===== config.mk =====
export PLATFORM = sky130hd
export DESIGN_NAME = osc_ctrl
export DESIGN_NICKNAME = d
export VERILOG_FILES = /design/src/logic/osc_ctrl_pkg.sv /design/src/logic/osc_field_if.sv /design/src/logic/osc_ctrl.sv /design/src/logic/osc_field_decode.sv
export VERILOG_INCLUDE_DIRS = /design/src /design/src/logic
export SDC_FILE = /design/constraint.sdc
export NUM_CORES = 1
export LEC_CHECK = 0
export ABC_AREA = 1
export BUFFER_PORTS_ARGS = -buffer_cell sky130_fd_sc_hd__buf_2
export CORE_ASPECT_RATIO = 1.4
export CORE_MARGIN = 5
export CORE_UTILIZATION = 41
export DETAILED_ROUTE_END_ITERATION = 10
export PLACE_DENSITY = 0.83
export SYNTH_ARGS = -nofsm -noshare
export SYNTH_HDL_FRONTEND = slang
export SYNTH_SLANG_ARGS = --single-unit

===== constraint.sdc =====
create_clock -name clk_in -period 1.3 [get_ports clk_in]
set_clock_uncertainty 0.1 [all_clocks]
set_input_delay 0.26 -clock clk_in [delete_from_list [all_inputs] [get_ports clk_in]]
set_output_delay 0.26 -clock clk_in [all_outputs]
set_load 0.03 [all_outputs]

===== src/logic/osc_ctrl_map.svh =====
`ifndef OSC_CTRL_MAP_SVH
`define OSC_CTRL_MAP_SVH
`define OSC_CTRL_ADDR 8'h25
`define FUNC_ADDR 8'h28
`define STATUS_ADDR 8'h40
`define OSC_CTRL_RESET 8'h00
`define FUNC_RESET 8'h00
`define INVERT_BIT 7
`define OFFSET_CAL_MODE_BIT 6
`define HOUR12_BIT 5
`define LOW_JITTER_SELECT_BIT 4
`define DRIVE_HI 3
`define DRIVE_LO 2
`define CAP_HI 1
`define CAP_LO 0
`define COF_HI 2
`define COF_LO 0
`define STOPWATCH_BIT 7
`define ADDR_HI 9
`define ADDR_LO 2
`endif


===== src/logic/osc_ctrl_pkg.sv =====
package osc_ctrl_pkg;
   typedef enum logic [1:0] {DRIVE_NORMAL, DRIVE_LOW, DRIVE_HIGH} drive_t;
   typedef enum logic [1:0] {CAP_7P0, CAP_6P0, CAP_12P5} cap_t;
   typedef enum logic {HOURS_24, HOURS_12} hour_mode_t;
endpackage


===== src/logic/osc_field_if.sv =====
`timescale 1ns/1ns
interface osc_field_if;
   logic [7:0] raw;
   logic stopwatch;
   osc_ctrl_pkg::drive_t drive;
   osc_ctrl_pkg::cap_t cap;
   osc_ctrl_pkg::hour_mode_t hours;
   logic invert;
   logic offset_cal_mode;
   logic low_jitter_select;
   modport src (output raw, output stopwatch,
      input drive, input cap, input hours, input invert, input offset_cal_mode,
      input low_jitter_select);
   modport dec (input raw, input stopwatch,
      output drive, output cap, output hours, output invert, output offset_cal_mode,
      output low_jitter_select);
endinterface


===== src/logic/osc_ctrl.sv =====
// Operation
// RULE_01: Oscillator control register sits at 25h.
// RULE_02: Bit 7 inverts clock output; jitter edge follows.
// RULE_03: Inversion applies to selected output frequency.
// RULE_04: Bit 6 selects offset calibration mode.
// RULE_05: Bit 5: 0 gives 24h, 1 gives 12h.
// RULE_06: 12h counting uses an afternoon flag.
// RULE_07: Hour format ignored in stop-watch mode.
// RULE_08: Bit 4 selects low-jitter clock output.
// RULE_09: Drive code: 00 normal, 01 low, 1x high.
// RULE_10: Cap code: 00 7.0, 01 6.0, 1x 12.5 pF.
// RULE_11: Software uses 7.0 pF for 9.0 pF crystals.
// RULE_12: Fields read back last written value.
//
// Register access over AHB-Lite was left to the implementer.
`timescale 1ns/1ns
`include "osc_ctrl_map.svh"
module osc_ctrl
(
   input wire logic clk_in,
   input wire logic rstn_in,
   input wire logic hsel_in,
   input wire logic [31:0] haddr_in,
   input wire logic [1:0] htrans_in,
   input wire logic hwrite_in,
   input wire logic [2:0] hsize_in,
   input wire logic [31:0] hwdata_in,
   input wire logic hready_in,
   input wire logic src_clk_in,
   input wire logic [4:0] hour_count_in,
   output logic [31:0] hrdata_out,
   output logic hreadyout_out,
   output logic hresp_out,
   output logic clk_out,
   output logic low_jitter_select_out,
   output logic offset_cal_mode_out,
   output osc_ctrl_pkg::drive_t crystal_drive_level_out,
   output osc_ctrl_pkg::cap_t load_cap_select_out,
   output osc_ctrl_pkg::hour_mode_t hour_mode_out,
   output logic [4:0] hour_display_out,
   output logic afternoon_flag_out
);
   import osc_ctrl_pkg::*;
   osc_field_if fields();
   logic [7:0] osc_reg;
   logic [7:0] osc_next;
   logic [7:0] func_reg;
   logic [7:0] func_next;
   logic wr_pend_reg;
   logic [7:0] wr_addr_reg;
   logic [31:0] rdata_next;
   logic src_s1_reg;
   logic src_s2_reg;
   logic [4:0] hour_s1_reg;
   logic [4:0] hour_s2_reg;
   wire addr_phase;
   wire [7:0] word_index;
   wire hit_osc;
   wire hit_func;
   wire hit_status;
   wire wr_osc;
   wire wr_func;
   wire clk_sel;
   wire [4:0] hour12;
   wire pm;
   osc_field_decode u_decode
   (
      .f(fields)
   );
   assign fields.raw = osc_reg;
   assign fields.stopwatch = func_reg[`STOPWATCH_BIT];
   assign addr_phase = hsel_in && hready_in && htrans_in[1];
   // Registers hold word indices: printed offsets are not word aligned
   assign word_index = haddr_in[`ADDR_HI:`ADDR_LO];
   assign hit_osc = word_index == `OSC_CTRL_ADDR; // RULE_01
   assign hit_func = word_index == `FUNC_ADDR;
   assign hit_status = word_index == `STATUS_ADDR;
   assign wr_osc = wr_pend_reg && (wr_addr_reg == `OSC_CTRL_ADDR);
   assign wr_func = wr_pend_reg && (wr_addr_reg == `FUNC_ADDR);
   assign osc_next = wr_osc ? hwdata_in[7:0] : osc_reg; // RULE_12
   assign func_next = wr_func ? hwdata_in[7:0] : func_reg;
   // Hour count bit 0 stands in for the output frequency select
   assign clk_sel = (func_reg[`COF_HI:`COF_LO] == 3'h0) ? src_s2_reg :
      hour_s2_reg[0]; // RULE_03
   assign pm = hour_s2_reg >= 5'd12; // RULE_06
   assign hour12 = (hour_s2_reg == 5'd0) ? 5'd12 :
      (pm && hour_s2_reg != 5'd12) ? hour_s2_reg - 5'd12 : hour_s2_reg;
   always_comb
   begin
      rdata_next = 32'h0000_0000;
      if (addr_phase && !hwrite_in)
      begin
         if (hit_osc)
            rdata_next = {24'h00_0000, osc_next}; // RULE_12
         else if (hit_func)
            rdata_next = {24'h00_0000, func_next};
         else if (hit_status)
            rdata_next = {24'h00_0000, 2'h0, fields.hours, fields.drive,
               fields.cap, 1'b0};
      end
      else
         rdata_next = hrdata_out;
   end
   always_ff @(posedge clk_in or negedge rstn_in)
   begin
      if (!rstn_in)
      begin
         src_s1_reg <= 1'b0;
         src_s2_reg <= 1'b0;
         hour_s1_reg <= 5'h00;
         hour_s2_reg <= 5'h00;
      end
      else
      begin
         src_s1_reg <= src_clk_in;
         src_s2_reg <= src_s1_reg;
         hour_s1_reg <= hour_count_in;
         hour_s2_reg <= hour_s1_reg;
      end
   end
   always_ff @(posedge clk_in or negedge rstn_in)
   begin
      if (!rstn_in)
      begin
         osc_reg <= `OSC_CTRL_RESET;
         func_reg <= `FUNC_RESET;
         wr_pend_reg <= 1'b0;
         wr_addr_reg <= 8'h00;
         hrdata_out <= 32'h0000_0000;
         hreadyout_out <= 1'b1;
         hresp_out <= 1'b0;
      end
      else
      begin
         osc_reg <= osc_next;
         func_reg <= func_next;
         wr_pend_reg <= addr_phase && hwrite_in;
         wr_addr_reg <= word_index;
         hrdata_out <= rdata_next;
         hreadyout_out <= 1'b1;
         hresp_out <= 1'b0;
      end
   end
   always_ff @(posedge clk_in or negedge rstn_in)
   begin
      if (!rstn_in)
      begin
         clk_out <= 1'b0;
         low_jitter_select_out <= 1'b0;
         offset_cal_mode_out <= 1'b0;
         crystal_drive_level_out <= DRIVE_NORMAL;
         load_cap_select_out <= CAP_7P0;
         hour_mode_out <= HOURS_24;
         hour_display_out <= 5'h00;
         afternoon_flag_out <= 1'b0;
      end
      else
      begin
         clk_out <= clk_sel ^ fields.invert; // RULE_02 RULE_03
         low_jitter_select_out <= fields.low_jitter_select; // RULE_08
         offset_cal_mode_out <= fields.offset_cal_mode; // RULE_04
         crystal_drive_level_out <= fields.drive; // RULE_09
         load_cap_select_out <= fields.cap; // RULE_10
         hour_mode_out <= fields.hours; // RULE_07
         hour_display_out <= (fields.hours == HOURS_12) ? hour12 :
            hour_s2_reg; // RULE_06
         afternoon_flag_out <= (fields.hours == HOURS_12) && pm; // RULE_06
      end
   end
endmodule


===== src/logic/osc_field_decode.sv =====
`timescale 1ns/1ns
`include "osc_ctrl_map.svh"
module osc_field_decode
(
   osc_field_if.dec f
);
   import osc_ctrl_pkg::*;
   wire [1:0] drive_code;
   wire [1:0] cap_code;
   assign drive_code = f.raw[`DRIVE_HI:`DRIVE_LO];
   assign cap_code = f.raw[`CAP_HI:`CAP_LO];
   assign f.invert = f.raw[`INVERT_BIT]; // RULE_02
   assign f.offset_cal_mode = f.raw[`OFFSET_CAL_MODE_BIT]; // RULE_04
   assign f.low_jitter_select = f.raw[`LOW_JITTER_SELECT_BIT]; // RULE_08
   // Stop-watch mode forces 24 hour counting
   assign f.hours = (f.raw[`HOUR12_BIT] && !f.stopwatch) ?
      HOURS_12 : HOURS_24; // RULE_05 RULE_07
   assign f.drive = (drive_code == 2'h0) ? DRIVE_NORMAL :
      (drive_code == 2'h1) ? DRIVE_LOW : DRIVE_HIGH; // RULE_09
   assign f.cap = (cap_code == 2'h0) ? CAP_7P0 :
      (cap_code == 2'h1) ? CAP_6P0 : CAP_12P5; // RULE_10
endmodule


==> results.yml, run 1 <==
run_status:
  status: "finished with violations"
  violations: "negative setup slack"
clock_network:
  cts_buffers: 9
  clockBufferDepth: 2
  clkTransAtPathRegs_ps: 60
  clk_latency_ps: 330
  tritoncts: "done"
  htree_levels: 3
  root_buffer: "clkbuf_8"
  cts.sinks: 59
logic_synthesis:
  synthMuxAreaShare: 0.00379
  synthAdderAreaFrac: 0.00947
  synth_edf_count: 0
  synth_compound_area_frac: 0.0199
  yosysWarnings: 0
  synth_cell_type_count: 29
  netlist_instances: 279
  synth_seq_cells: 59
  synth_area_per_cell_sq_um: 9.48
  synth_xor_area_frac: 0.00331
  synthTopCellsByArea: "dfrtp_1, nand2_1, buf_4, nand3_1, inv_1"
  synth_area_sq_um: 2640
  synthFlopType: "dfrtp_1"
  async_flop_share: 1.00
  ys_seq_area_frac: 0.558
  yosysTopAreaCell: "dfrtp_1"
  synth_top_area_frac: 0.558
  synth_top_family_by_area: "simple AND/OR/NAND/NOR gates"
  synth_simple_gate_area_frac: 0.266
final_layout:
  area.sequential_sq_um: 1480
  final_util: 0.554
  layout-drive-gt1-share: 0.319
  nets: 448
  area.growth.synth_to_final_pct: 31.1
  n_antenna_cell: 0
  fill_cells: 509
  final_cell_area_sq_um: 3470
  multiInputGateArea_sq_um: 960
worst_setup_path:
  path_cells: "inv_1 > nand2_4 > nor2_8 > clkbuf_16 > nand3_1 > nand2_1 > nand2_1 > nand3_1 > nand2_1 > inv_1"
  cpLargestDelayFamily: "simple AND/OR/NAND/NOR gates"
  reg2reg_from: "wr_addr_reg[6]"
  crit_path_max_fanout: 7
  cp_num_buf_inv: 3
  crit_slowest_cell: "dfrtp_1"
  cp-end-kind: "flop"
  cp_common_cell: "nand2_1"
  crit_path_start: "wr_addr_reg[6]"
  critPathArrivalTime_ps: 1660
  critical-path-max-stage-delay_ps: 360
  required_ps: 1470
  start_kind: "flop"
  worstSetupPathType: "reg2reg"
timing:
  drv_slew: 0
  setup_slack_ps: -184
  setup_viol_count_final: 18
  finalHoldViolCount: 0
  rsz0062_at_grt: "true"
  min_period_ps: 1480
  fmax_ghz: 0.674
  post-route-period-util: 1.14
global_routing:
  grt_pass1_vias: 2106
  grt_first_pass_wirelength_microns: 9520
  grt_max_degree: 60
  grt_overflow: 0
  antenna_found_initial: 0
  grtUsageTotal: 0.146
pwr:
  power_uw: 4180
  leakage_uw: 0.00187
  power.density_nw_per_um2: 1210
  peakVddDrop_mv: 0.503
placement:
  post_dp_cell_area_sq_um: 3000
  port_buffers: 49
  routabilityCongestion: 0.849
  dp_hpwl_microns: 4060
floorplan:
  row_count: 34
  dieArea_sq_um: 8180
  start_util: 0.423
  die_height_microns: 105
  core_sq_um: 6250
  fp.dieW_microns: 77.9
  pin_count: 128
flow_run:
  maxCapViolations: 0
routing:
  vias: 2069
  wl_microns: 5800
  drt-initial-drc-count: 223
  post_drt_wl_per_cell_microns: 13.1
  via_per_inst: 4.68
  first_pass_iters: 4
  post-route-drc-count: 0
  drtAntennaViolNets: 0
hold_path:
  worstHoldPathType: "in2reg"
  hold_start: "haddr_in[8]"
synthesized netlist by cell type, types with 2 or more instances:
cell type and n:
dfrtp_1 59, nand4_1 8, nand2_1 61, conb_1 2, nor2_8 2, nand3b_1 2
inv_1 35, nor2_1 13, or2_2 4, buf_4 26, and2_1 8, inv_2 2
nand3_1 27, nor2_2 2, ha_1 2, nand2_2 4, clkbuf_1 4, a21oi_1 6
nand3_2 2
power breakdown:
part           internal, uW  total [uW]  switching, uW
registers              1920        1970           45.0
clock network           977        1630            657
logic                   192         577            385
cells in the final DEF, fill, tap and decap left out, drive strengths merged:
cell type    Yosys  final
buf             27     68
nand2           66     66
dfrtp           59     59
inv             37     37
nand3           30     30
conb             2     26
nor2            18     19
clkbuf           4     14
dlygate4sd3      0     13
nand4            9      9
and2             8      8
a21oi            6      6
or2              4      4
nand3b           2      2
ha               2      2
o21bai           1      1
o211ai           1      1
mux2i            1      1
xnor2            1      1
a211oi           1      1
bufinv           0      1
clkinv           0      1
final timing paths:
path	cells past startpoint	endpoint	slack, ps
min	2	wr_addr_reg[6]	50
min reg2reg	0	src_s2_reg	240
max in group asynchronous	3	load_cap_select_out[1]	480
max	10	hrdata_out[2]	-180
max reg2reg	10	hrdata_out[2]	-180
min in group asynchronous	3	func_reg[0]	370
area by class of cell:
cell class              instances  share of cell area
clock inverters                 2              0.0101
inverters                      37              0.0401
flip-flops and latches         59               0.426
repair buffers                 82               0.175
clock buffers                  13              0.0458
multi-input cells             177               0.277
well taps                      72              0.0260
per-layer routing:
layer  vias up  routed length (microns)  GRT usage
met5         -                        0          0
met4         0                      184     0.0774
met3        15                      445     0.0499
met2        79                     3030      0.248
met1       988                     2130      0.158
li1        987                        -          -
cells by family (layout without fill, tap and decap cells):
kind of cell	after synthesis	after routing
XOR/XNOR	1	1
other	2	26
adder cells (fa/ha/maj)	2	2
multiplexers	1	1
AND/OR/NAND/NOR	137	138
buffers and inverters	68	134
AO/OA/AOI/OAI	9	9
flip-flops	59	59
worst reg2reg max path, cell delays in order, from the launching register on:
cell and delay, ps:
dfrtp_1 360, inv_1 90, nand2_4 70, nor2_8 190, clkbuf_16 190, nand3_1 80
nand2_1 90, nand2_1 50, nand3_1 80, nand2_1 60, inv_1 50
repair_timing:
item / CTS / global route
gates resized for setup: 11 / 15
pin swaps: 8 / 11
hold buffers: 13 / 0
endpoints found under the setup margin: 18 / 23
setup buffers: 2 / 4
gates cloned: 1 / 1
hold endpoints to repair: 71 / 0
stage by stage:
stage	hold WS, ps	setup TNS, ps	setup WS, ps	instances
2_1_floorplan	-136	-144	-21.3	303
3_3_place_gp	178	-934	-121	406
3_5_place_dp	188	-1560	-164	406
4_1_cts	33.1	-1180	-134	437
5_1_grt	35.5	-3350	-299	442
6_report	48.8	-1820	-184	442
Power figures use the tool's default switching activity.
==> run 2, diff against run 1 <==
--- a/config.mk
+++ b/config.mk
@@ -8,11 +8,13 @@
 export LEC_CHECK = 0
 export ABC_AREA = 1
 export BUFFER_PORTS_ARGS = -buffer_cell sky130_fd_sc_hd__buf_2
+export CAP_MARGIN = 15
 export CORE_ASPECT_RATIO = 1.4
 export CORE_MARGIN = 5
 export CORE_UTILIZATION = 41
 export DETAILED_ROUTE_END_ITERATION = 10
-export PLACE_DENSITY = 0.83
+export GPL_TIMING_DRIVEN = 0
+export PLACE_DENSITY = 0.75
 export SYNTH_ARGS = -nofsm -noshare
 export SYNTH_HDL_FRONTEND = slang
 export SYNTH_SLANG_ARGS = --single-unit
==> results.yml, run 2 (same netlist as run 1, synthesis figures left out) <==
run_status:
  status: "finished with violations"
  violations: "negative setup slack"
floorplan:
  core_sq_um: 6250
  die_height_microns: 105
  pin_count: 128
  fp.dieW_microns: 77.9
  start_util: 0.423
  dieArea_sq_um: 8180
  row_count: 34
routing:
  vias: 1999
  wl_microns: 5570
  drtAntennaViolNets: 0
  post-route-drc-count: 0
  post_drt_wl_per_cell_microns: 12.0
  first_pass_iters: 4
  drt-initial-drc-count: 158
  via_per_inst: 4.31
worst_setup_path:
  start_kind: "flop"
  critical-path-max-stage-delay_ps: 380
  required_ps: 1420
  rrSetupSlack_ps: -160
  path_cells: "inv_1 > nand2_2 > nor2_8 > buf_6 > nand4_1 > nand3_1 > nand2_1 > nand2_1 > nand2_1"
  crit_slowest_cell: "dfrtp_1"
  reg2reg_from: "wr_addr_reg[7]"
  r2r-end: "hrdata_out[6]"
  worstSetupPathType: "reg2reg"
  critPathArrivalTime_ps: 1580
  cp-end-kind: "flop"
  r2r.worst_path.cells: 9
  crit_path_max_fanout: 7
  cp_common_cell: "nand2_1"
global_routing:
  grtUsageTotal: 0.149
  grt_first_pass_wirelength_microns: 9600
  antenna_found_initial: 0
  grt_max_degree: 43
  grt_pass1_vias: 2100
  grt_overflow: 0
pwr:
  power_uw: 4120
  leakage_uw: 0.00195
  peakVddDrop_mv: 0.504
  power.density_nw_per_um2: 1150
hold_path:
  min_path_cells: 3
  min_to: "wr_pend_reg"
  hold_start: "hready_in"
  worstHoldPathType: "in2reg"
clock_network:
  clockBufferDepth: 2
  clkTransAtPathRegs_ps: 60
  cts.sinks: 59
  cts_buffers: 9
  htree_levels: 3
  clk_latency_ps: 330
  root_buffer: "clkbuf_8"
  tritoncts: "done"
timing:
  setup_viol_count_final: 14
  worst_slew_pin_slew_ps: 607
  fmax_ghz: 0.686
  finalHoldViolCount: 0
  drv_slew: 0
  relSlewSlack: 0.594
  post-route-period-util: 1.12
  setup_slack_ps: -158
  rsz0062_at_grt: "true"
  min_period_ps: 1460
  setup_tns_ps: -1150
flow_run:
  maxCapViolations: 0
final_layout:
  layout-drive-gt1-share: 0.347
  final_util: 0.573
  final_cell_mix: "dfrtp_1, nand2_1, buf_2"
  fill_cells: 541
  instances_no_fill: 464
  final_cell_area_sq_um: 3580
  area.growth.synth_to_final_pct: 35.5
  final_common_cell: "dfrtp_1"
  n_antenna_cell: 0
  nets: 470
placement:
  dp_hpwl_microns: 4040
  routabilityCongestion: 0.851
  placed_cells: 425
  port_buffers: 49
  post_dp_cell_area_sq_um: 3090
[run 2: cell types whose count changed in the layout (fill, tap and decap cells not counted), sizes merged]
cell / change
clkbuf: +1
dlygate4sd3: +2
clkinv: +1
clkinvlp: +2
buf: +16
[run 2: what timing repair did]
item | 4_1_cts | 5_1_grt
gates resized for setup | 18 | 11
setup buffers | 5 | 2
endpoints found under the hold margin | 31 | 0
gates cloned | 2 | 0
endpoints found under the setup margin | 18 | 22
hold buffers | 15 | 0
pin swaps | 14 | 8
[run 2: cell type report]
| cell class | count | area, sq um | share of cell area |
|---|---|---|---|
| well taps | 72 | 90.1 | 0.0251 |
| multi-input cells | 177 | 970 | 0.271 |
| inverters | 37 | 139 | 0.0388 |
| flip-flops and latches | 59 | 1480 | 0.412 |
| plain buffers | 31 | 221 | 0.0618 |
| clock inverters | 5 | 55.1 | 0.0154 |
| repair buffers | 73 | 503 | 0.140 |
| clock buffers | 10 | 128 | 0.0356 |
[run 2: worst max-delay path by stage]
stage	cells after the start	slack, ps	startpoint	to
2_1_floorplan	9	-20	wr_addr_reg[7]	hrdata_out[2]
3_3_place_gp	8	-270	haddr_in[8]	hrdata_out[1]
3_5_place_dp	8	-290	haddr_in[8]	hrdata_out[2]
4_1_cts	9	-130	wr_addr_reg[1]	hrdata_out[1]
5_1_grt	9	-260	wr_addr_reg[7]	hrdata_out[6]
6_report	9	-160	wr_addr_reg[7]	hrdata_out[6]
[run 2: critical path, delay by kind of cell (launching register included)]
| family | cells | cell delay (ps) |
|---|---|---|
| flip-flops | 1 | 380 |
| buffers and inverters | 2 | 200 |
| AND/OR/NAND/NOR | 7 | 660 |
[run 2: routing by layer]
metal  track usage  up-vias  share of wire
li1              -     1033              -
met1         0.166      899           0.39
met2         0.249       56           0.54
met3        0.0482       11          0.055
met4        0.0774        0          0.020
met5             0        -              0
[run 2: power by group]
part / internal [uW] / switching [uW] / leakage (uW)
Combinational: 234 / 386 / 0.00118
Clock: 866 / 674 / 0.0000881
Sequential: 1920 / 41.7 / 0.000685
[run 2: through the flow]
step / hold slack [ps] / setup WS [ps]
6_report: 62.2 / -158
5_1_grt: 40.7 / -263
4_1_cts: 44.8 / -133
3_5_place_dp: 115 / -287
3_3_place_gp: 233 / -267
2_1_floorplan: -136 / -21.3
